==> src/pmc_defines.vh <==
// constants for the protected map control block
`ifndef PMC_DEFINES_VH
`define PMC_DEFINES_VH
// apb register byte offsets
`define PMC_OFS_MAP 12'h000
`define PMC_OFS_CTRL 12'h004
`define PMC_OFS_STAT 12'h008
`define PMC_OFS_SAMPLE 12'h00C
`define PMC_OFS_PROT 12'h010
// map register reset value: ram page 0, register page 1
`define PMC_MAP_RESET 8'h01
// control register bits
`define PMC_CTRL_SPECIAL 0
`define PMC_CTRL_EXPANDED 1
`define PMC_CTRL_ROM_ON 2
// protection window length in bus cycles
`define PMC_WINDOW_CYCLES 7'h40
// register block slot range passed to external bus
`define PMC_EXT_LO 6'h02
`define PMC_EXT_HI 6'h07
// decode result codes
`define PMC_SEL_NONE 3'h0
`define PMC_SEL_REG 3'h1
`define PMC_SEL_RAM 3'h2
`define PMC_SEL_ROM 3'h3
`define PMC_SEL_EXT 3'h4
`define PMC_SEL_HOLE 3'h5
// rom window page boundary (top 8 kbyte)
`define PMC_ROM_BASE 3'h7
`endif

==> src/pmc_top.v <==
// protected ram/register map control with apb access and decode probe
//
// Chosen here: the register addresses and register access over APB.
`timescale 1ns/1ps
`include "pmc_defines.vh"
// Function
// - protected writes: first 64 cycles, once
// - special mode disables write protection
// - ram page field is ram base digit
// - register page field resets to one
// - internal reads ignore external data pins
// - registers beat ram, ram beats rom
// - unused register slot returns undriven bus
// - expanded mode passes slots two-seven external
module pmc_top #(
	parameter WINDOW = 64,
	parameter [7:0] FLOAT_VALUE = 8'hFF,
	parameter [63:0] SLOT_USED = 64'hFFFF_FFFF_FFFF_FFFF
) (
	input wire SYS_CLK_IN,
	input wire RST_IN,
	input wire PSEL_IN,
	input wire PENABLE_IN,
	input wire PWRITE_IN,
	input wire [11:0] PADDR_IN,
	input wire [31:0] PWDATA_IN,
	input wire [7:0] EXT_DATA_IN,
	input wire [7:0] INT_DATA_IN,
	output wire PREADY_OUT,
	output wire PSLVERR_OUT,
	output reg [31:0] PRDATA_OUT,
	output wire [3:0] RAM_PAGE_OUT,
	output wire [3:0] REG_PAGE_OUT,
	output wire SPECIAL_MODE_OUT
);
	// ===========================================
	// state
	reg [7:0] map;
	reg [2:0] ctrl;
	reg [15:0] sample_addr;
	reg [7:0] sample_data;
	reg [2:0] sample_sel;
	wire special_mode_flag = ctrl[`PMC_CTRL_SPECIAL];
	wire setup = PSEL_IN & ~PENABLE_IN;
	wire access = PSEL_IN & PENABLE_IN;
	wire wr = access & PWRITE_IN;
	wire map_wr = wr && (PADDR_IN == `PMC_OFS_MAP);
	wire allow;
	wire window_open;
	wire used;
	wire [2:0] probe_sel;
	wire mapped = (PADDR_IN == `PMC_OFS_MAP) || (PADDR_IN == `PMC_OFS_CTRL) ||
		(PADDR_IN == `PMC_OFS_STAT) || (PADDR_IN == `PMC_OFS_SAMPLE) ||
		(PADDR_IN == `PMC_OFS_PROT);
	assign PREADY_OUT = 1'b1;
	assign PSLVERR_OUT = access & ~mapped;
	assign RAM_PAGE_OUT = map[7:4];
	assign REG_PAGE_OUT = map[3:0];
	assign SPECIAL_MODE_OUT = special_mode_flag;
	// ===========================================
	// protection and decode
	pmc_guard #(.WINDOW(WINDOW)) u_guard (
		.clk(SYS_CLK_IN),
		.rst(RST_IN),
		.special(special_mode_flag),
		.wr_stb(map_wr),
		.allow(allow),
		.window_open(window_open),
		.used(used)
	);
	pmc_decode u_decode (
		.addr(sample_addr),
		.ram_page(map[7:4]),
		.reg_page(map[3:0]),
		.expanded(ctrl[`PMC_CTRL_EXPANDED]),
		.rom_on(ctrl[`PMC_CTRL_ROM_ON]),
		.slot_used(SLOT_USED),
		.sel(probe_sel)
	);
	// register writes; map only when protection allows
	always @(posedge SYS_CLK_IN) begin
		if (RST_IN) begin
			map <= `PMC_MAP_RESET;
			ctrl <= 3'h0;
			sample_addr <= 16'h0000;
		end else if (wr) begin
			if (PADDR_IN == `PMC_OFS_MAP && allow)
				map <= PWDATA_IN[7:0];
			if (PADDR_IN == `PMC_OFS_CTRL)
				ctrl <= PWDATA_IN[2:0];
			if (PADDR_IN == `PMC_OFS_SAMPLE)
				sample_addr <= PWDATA_IN[15:0];
		end
	end
	// data source for the probed address
	always @(posedge SYS_CLK_IN) begin
		if (RST_IN) begin
			sample_data <= 8'h00;
			sample_sel <= `PMC_SEL_NONE;
		end else begin
			sample_sel <= probe_sel;
			case (probe_sel)
				`PMC_SEL_REG, `PMC_SEL_RAM, `PMC_SEL_ROM: begin
					sample_data <= INT_DATA_IN;
				end
				`PMC_SEL_HOLE: begin
					sample_data <= FLOAT_VALUE;
				end
				`PMC_SEL_EXT, `PMC_SEL_NONE: begin
					sample_data <= EXT_DATA_IN;
				end
				default: begin
					sample_data <= 8'h00;
				end
			endcase
		end
	end
	// read data registered in setup so it is valid in access
	always @(posedge SYS_CLK_IN) begin
		if (RST_IN)
			PRDATA_OUT <= 32'h0000_0000;
		else if (setup && !PWRITE_IN) begin
			case (PADDR_IN)
				`PMC_OFS_MAP: PRDATA_OUT <= {24'h000000, map};
				`PMC_OFS_CTRL: PRDATA_OUT <= {29'h00000000, ctrl};
				`PMC_OFS_STAT: PRDATA_OUT <= {21'h000000, sample_sel, sample_data};
				`PMC_OFS_SAMPLE: PRDATA_OUT <= {16'h0000, sample_addr};
				`PMC_OFS_PROT: PRDATA_OUT <= {29'h00000000, used, window_open, allow};
				default: PRDATA_OUT <= 32'h0000_0000;
			endcase
		end
	end
endmodule // pmc_top

==> src/pmc_guard.v <==
// write protection window and write-once tracking
`timescale 1ns/1ps
`include "pmc_defines.vh"
module pmc_guard #(
	parameter WINDOW = 64
) (
	input wire clk,
	input wire rst,
	input wire special,
	input wire wr_stb,
	output wire allow,
	output reg window_open,
	output reg used
);
	reg [6:0] count;
	// window counts bus cycles after reset
	always @(posedge clk) begin
		if (rst) begin
			count <= 7'h00;
			window_open <= 1'b1;
			used <= 1'b0;
		end else begin
			if (window_open) begin
				count <= count + 7'h01;
				if (count == WINDOW[6:0] - 7'h01)
					window_open <= 1'b0;
			end
			if (wr_stb && allow && !special)
				used <= 1'b1;
		end
	end
	// special mode lifts protection
	assign allow = special | (window_open & ~used);
endmodule // pmc_guard

==> src/pmc_decode.v <==
// address decode with overlap priority
`timescale 1ns/1ps
`include "pmc_defines.vh"
module pmc_decode (
	input wire [15:0] addr,
	input wire [3:0] ram_page,
	input wire [3:0] reg_page,
	input wire expanded,
	input wire rom_on,
	input wire [63:0] slot_used,
	output reg [2:0] sel
);
	wire reg_hit = (addr[15:12] == reg_page) && (addr[11:6] == 6'h00);
	wire ram_hit = (addr[15:12] == ram_page) && (addr[11:8] == 4'h0);
	wire rom_hit = rom_on && (addr[15:13] == `PMC_ROM_BASE);
	wire ext_slot = expanded && (addr[5:0] >= `PMC_EXT_LO) && (addr[5:0] <= `PMC_EXT_HI);
	// register space beats ram, ram beats rom
	always @* begin
		if (reg_hit) begin
			if (ext_slot)
				sel = `PMC_SEL_EXT;
			else if (slot_used[addr[5:0]])
				sel = `PMC_SEL_REG;
			else
				sel = `PMC_SEL_HOLE;
		end else if (ram_hit)
			sel = `PMC_SEL_RAM;
		else if (rom_hit)
			sel = `PMC_SEL_ROM;
		else
			sel = `PMC_SEL_NONE;
	end
endmodule // pmc_decode

==> config.mk <==
export PLATFORM = sky130hd
export DESIGN_NAME = pmc_top
export DESIGN_NICKNAME = d
export VERILOG_FILES = /design/src/pmc_top.v /design/src/pmc_guard.v /design/src/pmc_decode.v
export VERILOG_INCLUDE_DIRS = /design/src
export SDC_FILE = /design/constraint.sdc
export NUM_CORES = 1
export LEC_CHECK = 0
export BUFFER_PORTS_ARGS = -buffer_cell sky130_fd_sc_hd__buf_2
export CORE_AREA = 2 2 66 99
export CTS_CLUSTER_DIAMETER = 80
export DETAILED_ROUTE_END_ITERATION = 8
export DIE_AREA = 0 0 68 101
export GPL_TIMING_DRIVEN = 1
export PLACE_DENSITY = 0.83
export SLEW_MARGIN = 0
export SYNTH_ARGS = -nofsm -noshare
export SYNTH_HDL_FRONTEND = slang
export SYNTH_SLANG_ARGS = --single-unit
==> constraint.sdc <==
create_clock -name SYS_CLK_IN -period 5.2 [get_ports SYS_CLK_IN]
set_input_delay 1.04 -clock SYS_CLK_IN [delete_from_list [all_inputs] [get_ports SYS_CLK_IN]]
set_output_delay 1.04 -clock SYS_CLK_IN [all_outputs]
set_load 0.02 [all_outputs]
# ---- Yosys cells after proc, flatten, opt, wreduce, memory -nomap -nowiden
# Memories as Yosys holds them, arrays and structs flattened. A register that Yosys moved wholly into a read port is not among the register bits.
# Index checks and enable logic that the tools add are counted.
dict set report word_totals {
  reg_bits 79
  romBits 64
  input_bits 65
  output_inout_bits 43
  memories 1
}
dict set report classes {
  addsub 1
  n_lt_le_gt_ge 3
  eq_ne 13
  n_mux 12
  bitwise_logic 9
  n_reduce_logical 25
}
# memory depth word_bits read_ports rd_ports_with_merged_regs wr line
set mem_list {}
lappend mem_list {{(no name shown)} 64 1 1 1 0 pmc_decode.v:22} ;# else if (slot_used[addr[5:0]])
# operator count
set ops {}
lappend ops {{one-hot mux 16 bit (5 select lines)} 1}
lappend ops {{equality test 12 x 4 -> 1 bit (second input constant)} 2}
lappend ops {{one-hot mux 8 bit (3 select lines)} 1}
lappend ops {{equality test 12 x 3 -> 1 bit (second input constant)} 1}
lappend ops {{equality test 12 x 5 -> 1 bit (second input constant)} 1}
lappend ops {{zero test 12 bit} 1}
lappend ops {{two-way mux 3 bit} 4}
lappend ops {{two-way mux 6 bit} 2}
lappend ops {{logical AND 1 bit} 10}
lappend ops {{equality test 3 bit (second input constant)} 3}
lappend ops {{equality test 4 bit} 2}
lappend ops {{adder 7 x 1 -> 7 bit (second input constant)} 1}
lappend ops {{equality test 7 x 6 -> 1 bit (second input constant)} 1}
lappend ops {{less-than comparator 6 x 7 -> 1 bit (second input constant)} 1}
lappend ops {{equality test 3 x 2 -> 1 bit (second input constant)} 2}
lappend ops {{greater-or-equal comparator 6 x 2 -> 1 bit (second input constant)} 1}
lappend ops {{<= comparator 6 x 3 -> 1 bit (second input constant)} 1}
lappend ops {{zero test 6 bit} 1}
lappend ops {{AND reduction 2 bit} 3}
lappend ops {{bitwise AND 1 bit} 5}
lappend ops {{zero test 4 bit} 1}
lappend ops {{logical OR 1 bit} 4}
lappend ops {{equality test 3 x 1 -> 1 bit (second input constant)} 1}
lappend ops {{zero test 3 bit} 1}
lappend ops {{other kinds (7)} 12}

# ---- Depth between registers and ports, before layout
dict set report depth {
  ltp_word 8
  depth_mapped 7
  depth_no_buf 5
}

# ---- By module
# From an unflattened synthesis, not the netlist that was laid out.
dict set report hier_totals {
  cells_unflattened 409
  area_unflattened_um2 3784.9
}
# mod n_inst cells_each area_per_inst_um2 seq_area_each_um2
set modules_own_cells {}
lappend modules_own_cells {pmc_top 1 291 2660.1 1081.0}
lappend modules_own_cells {pmc_decode 1 79 748.2 0.0}
lappend modules_own_cells {pmc_guard 1 39 376.6 180.2}

# ---- Least setup slack after synthesis
# OpenSTA, ideal clock, no wires.
dict set report synth_path {
  path_kind {input port to output port}
  startpoint {in PADDR_IN[2]}
  endpoint {out PSLVERR_OUT}
  arrival_time_ns 2.135
  required_ns 4.160
  setup_slack_ns 2.025
  cell_stages 4
  path_buffers 2
  cell_sequence {clkbuf_1 > clkbuf_1 > o21ai_0 > a21oi_1}
}
dict set report synth_between {
  elab_chain_len 7
  word_cells_on_any_way 11
  cone_classes {4 x eq/ne; 2 x bitwise; 5 x reduce/logical}
}
# element line
set synth_lines {}
lappend synth_lines {{start: declaration} pmc_top.v:25} ;# input wire [11:0] PADDR_IN,
lappend synth_lines {{equality test 12 x 3 -> 1 bit or zero test 12 bit (tied branches)} n/a}
lappend synth_lines {{logical OR 1 bit (3 in a row)} pmc_top.v:52} ;# wire mapped = (PADDR_IN == `PMC_OFS_MAP) || (PADDR_IN == `PMC_OFS_CTRL) ||
lappend synth_lines {{logical OR 1 bit *} pmc_top.v:52}
lappend synth_lines {{inverter 1 bit *} pmc_top.v:56} ;# assign PSLVERR_OUT = access & ~mapped;
lappend synth_lines {{bitwise AND 1 bit *} pmc_top.v:56}
lappend synth_lines {{end: declaration} pmc_top.v:30} ;# output wire PSLVERR_OUT,
# Mark *: on every way between the ends. The rest lies on a longest branch, timed or not.

# ---- Final worst setup path
dict set report layout_path {
  startpoint {in PADDR_IN[0]}
  endpoint {out PSLVERR_OUT}
}
# The elaborated chain is that of the path after synthesis.

==> key figures <==
Clock network
  – Clock Latency Late Sink: 0.36 ns
  – Clock Path Buffers: 2
  – CTS Buf Count: 9
  – H-tree levels: 3
  – Post-CTS Resized: 0
  – Clock-pin slew on the worst setup and hold paths: 0.07 ns
  – CTS Hold Bufs: 0
  – Post-CTS Setup Inserts: 0
  – Clock root cell: clkbuf_8
  – TritonCTS clock tree: yes
  – CTS sink count: 63

Hold path
  – Hold depth: 2
  – HP Class: reg -> reg

Floorplan
  – Row count: 35
  – Die Wd: 68 microns
  – DIE AREA: 6868 sq um
  – Core footprint: 6043 sq um
  – # IOs: 108
  – Die Y-Extent: 101 microns
  – Initial Util: 0.5215

Synth
  – Synth cell types: 47
  – Warning count from the yosys run: 0
  – Yosys reg bits: 63
  – Most common cell in the netlist: dfxtp_1
  – Post-synthesis cell count: 373
  – Mapped cell area: 3152 sq um
  – Synth top cells by count: dfxtp_1, nor2_1, nand2_1, a21oi_1, nand2b_1
  – Share of the synthesized area in the top cell type: 0.4002
  – Syn Area/Cell: 8.450 sq um
  – Async S/R FF share, synth: 0
  – Sequential-to-total area share from yosys stat: 0.4002
  – Area leader, netlist: dfxtp_1
  – Main synth FF type: dfxtp_1
  – Number of enable flip-flop cells after synthesis: 0
  – Largest cells by area after synthesis: dfxtp_1, nor2_1, nand2_1

Timing
  – Slew margin rel.: 0.2350
  – Fmax: 0.3231 GHz
  – Final Cycle Share: 0.5952
  – Final hold viol count: 0
  – Min Clock Period, post-route: 3.095 ns
  – Worst-Margin Slew: 1.147 ns
  – Setup_tns: 0 ns
  – Final setup violating endpoints: 0
  – Fin worst setup slack: 2.105 ns
  – RSZ-0062 raised after global routing: false
  – Count of final max-slew check failures: 0
  – Worst hold margin: 0.4596 ns
  – Skew final: 0.01048 ns

Global routing
  – First-pass GRT wire length: 11990 microns
  – Initial antenna violation count: 0
  – Largest net degree at the start of global routing: 72
  – Vias in the first global route: 2630
  – Congestion Overflow GR: 0
  – Total global-route track usage: 0.2325

Worst setup path
  – Critical-path top delay cell: nor4_4
  – Crit start category: input port
  – Reg2reg path depth: 4
  – Crit path DAT: 2.06 ns
  – Crit Path Max Fanout: 4
  – Data required time of the worst path: 4.16 ns
  – Largest delay share family, worst path: simple AND/OR/NAND/NOR gates
  – Crit-path cells: buf_2, nor4_4, nand2_1, nor2_1, a21oi_1, buf_2
  – Crit-path max cell delay: 0.36 ns
  – CP endpoint kind: output pin
  – Crit Path Class: in -> out
  – Worst path bufs/invs: 2
  – Most frequent CP cell: buf_2
  – Path length in cells of the critical path: 6

Layout
  – Nets: 500
  – Layout cells sized above 1: 0.2346
  – P&R area growth vs syn: 15.68%
  – N_diodes: 0

Place
  – Pre-CTS WS: 2.101 ns
  – HPWL after DPL: 5426 microns
  – RePlAce Congestion: 0.9323
  – Port bufs: 74

Route
  – Via density: 5.427
  – DRT antenna net count: 0
  – First-pass detailed-route iteration total: 6
  – Via count: 2784
  – DR iter-0 viols: 251
  – WL final: 7375 microns
  – DR WL/cell: 14.38 microns
  – Residual DRC count: 0

Power
  – Leak: 1.561 nW
  – Sequential Power Share: 0.497
  – Combinational cell fraction of total power: 0.078
  – Sw Share: 0.2505
  – Cell internal pwr: 0.7424 mW
  – P_sw: 0.2481 mW
  – Power Density: 271.7 nW/um^2
  – Maximum vdd drop: 148.4 uV
  – Clock power frac: 0.425

Job
  – MaxCap Viol Count: 0

Run status
  – Status: finished clean
==> worst min-delay path, stage by stage (launching register included) <==
cell and delay [ns]:
dfxtp_1 0.31, nand2_1 0.05, a21oi_1 0.05
==> final timing paths <==
path,slack (ns),start,endpoint
max,2.11,PADDR_IN[0],PSLVERR_OUT
min,0.46,PRDATA_OUT[8],PRDATA_OUT[8]
max reg2reg,3.08,sample_addr[13],sample_data[3]
min reg2reg,0.46,PRDATA_OUT[8],PRDATA_OUT[8]
==> cell type report <==
| type | instances | area [sq um] |
|---|---|---|
| Clock buffer | 10 | 127.6 |
| Clock inverter | 6 | 70.07 |
| Fill cell | 502 | 2397 |
| Inverter | 5 | 18.77 |
| Multi-Input combinational cell | 281 | 1705 |
| Sequential cell | 63 | 1261 |
| Tap cell | 74 | 92.59 |
| Timing Repair Buffer | 74 | 370.4 |
==> routing by layer <==
| layer | vias up | part of all wire | global-route usage | wire (microns) |
|---|---|---|---|---|
| li1 | 1386 | - | - | - |
| met1 | 1279 | 0.40 | 0.2595 | 2917 |
| met2 | 97 | 0.51 | 0.3943 | 3792 |
| met3 | 22 | 0.056 | 0.06257 | 414 |
| met4 | 0 | 0.034 | 0.1169 | 250 |
| met5 | - | 0 | 0 | 0 |
==> state kept, by name, indices dropped and copies added (netlist names), 3 cells and up <==
name / cells
sample_sel: 3
ctrl: 3
u_guard.count: 7
sample_data: 8
map: 8
PRDATA_OUT: 16
sample_addr: 16
==> through the flow <==
| stage | cells | cell area, sq um | power [mW] | utilization |
|---|---|---|---|---|
| after detailed placement | 497 | 3448 | 0.5802 | 0.5706 |
| after global routing | 513 | 3646 | 1.025 | 0.6033 |
| after floorplan | 388 | 3208 | 0.5609 | - |
| final | 513 | 3646 | 0.9906 | 0.6033 |
| after CTS | 513 | 3646 | 0.9930 | 0.6033 |
| after global placement | 497 | 3448 | 0.5782 | 0.5706 |
==> kinds of logic (layout without fill, tap and decap cells) <==
| kind of cell | after synthesis | in the layout | share of synthesized area |
|---|---|---|---|
| DFF | 63 | 63 | 0.4002 |
| AOI/OAI and AO/OA | 68 | 68 | 0.1393 |
| and+or+nand+nor | 158 | 158 | 0.2584 |
| xor gates and xnor gates | 13 | 13 | 0.03613 |
| adders and majority gates | 1 | 1 | 0.003969 |
| buffers and inverters | 44 | 95 | 0.07662 |
| other | 2 | 17 | 0.002383 |
| muxes | 24 | 24 | 0.08297 |
==> power by group through the flow <==
stage | clock [mW] | combinational, mW | sequential, mW
floorplan | 0 | 0.0576 | 0.503
global placement | 0 | 0.0749 | 0.503
detailed placement | 0 | 0.0766 | 0.504
CTS | 0.424 | 0.0768 | 0.493
global route | 0.446 | 0.0856 | 0.493
finish | 0.421 | 0.0768 | 0.493
==> cells in the final DEF, fill, tap and decap left out, types with 2 or more instances in the layout <==
cell type and n:
mux2_2 7, or4_4 2, nand4_1 3, o311ai_0 8, clkbuf_8 9, conb_1 17
a21oi_1 25, or3_1 4, xnor2_1 5, nor2_1 48, or4_1 2, a22oi_1 10
clkinvlp_4 3, mux2i_1 16, nor4_1 3, nor3_1 7, dfxtp_1 63, nand3b_1 8
a221oi_1 2, o21ai_1 2, nand3_1 3, a311oi_1 2, a22o_1 5, o21ai_0 11
inv_1 5, and2_1 2, nand2_1 47, and4_1 2, nand2b_1 18, xor2_1 8
buf_2 74
Note: power is estimated with default switching activity, not from simulation.
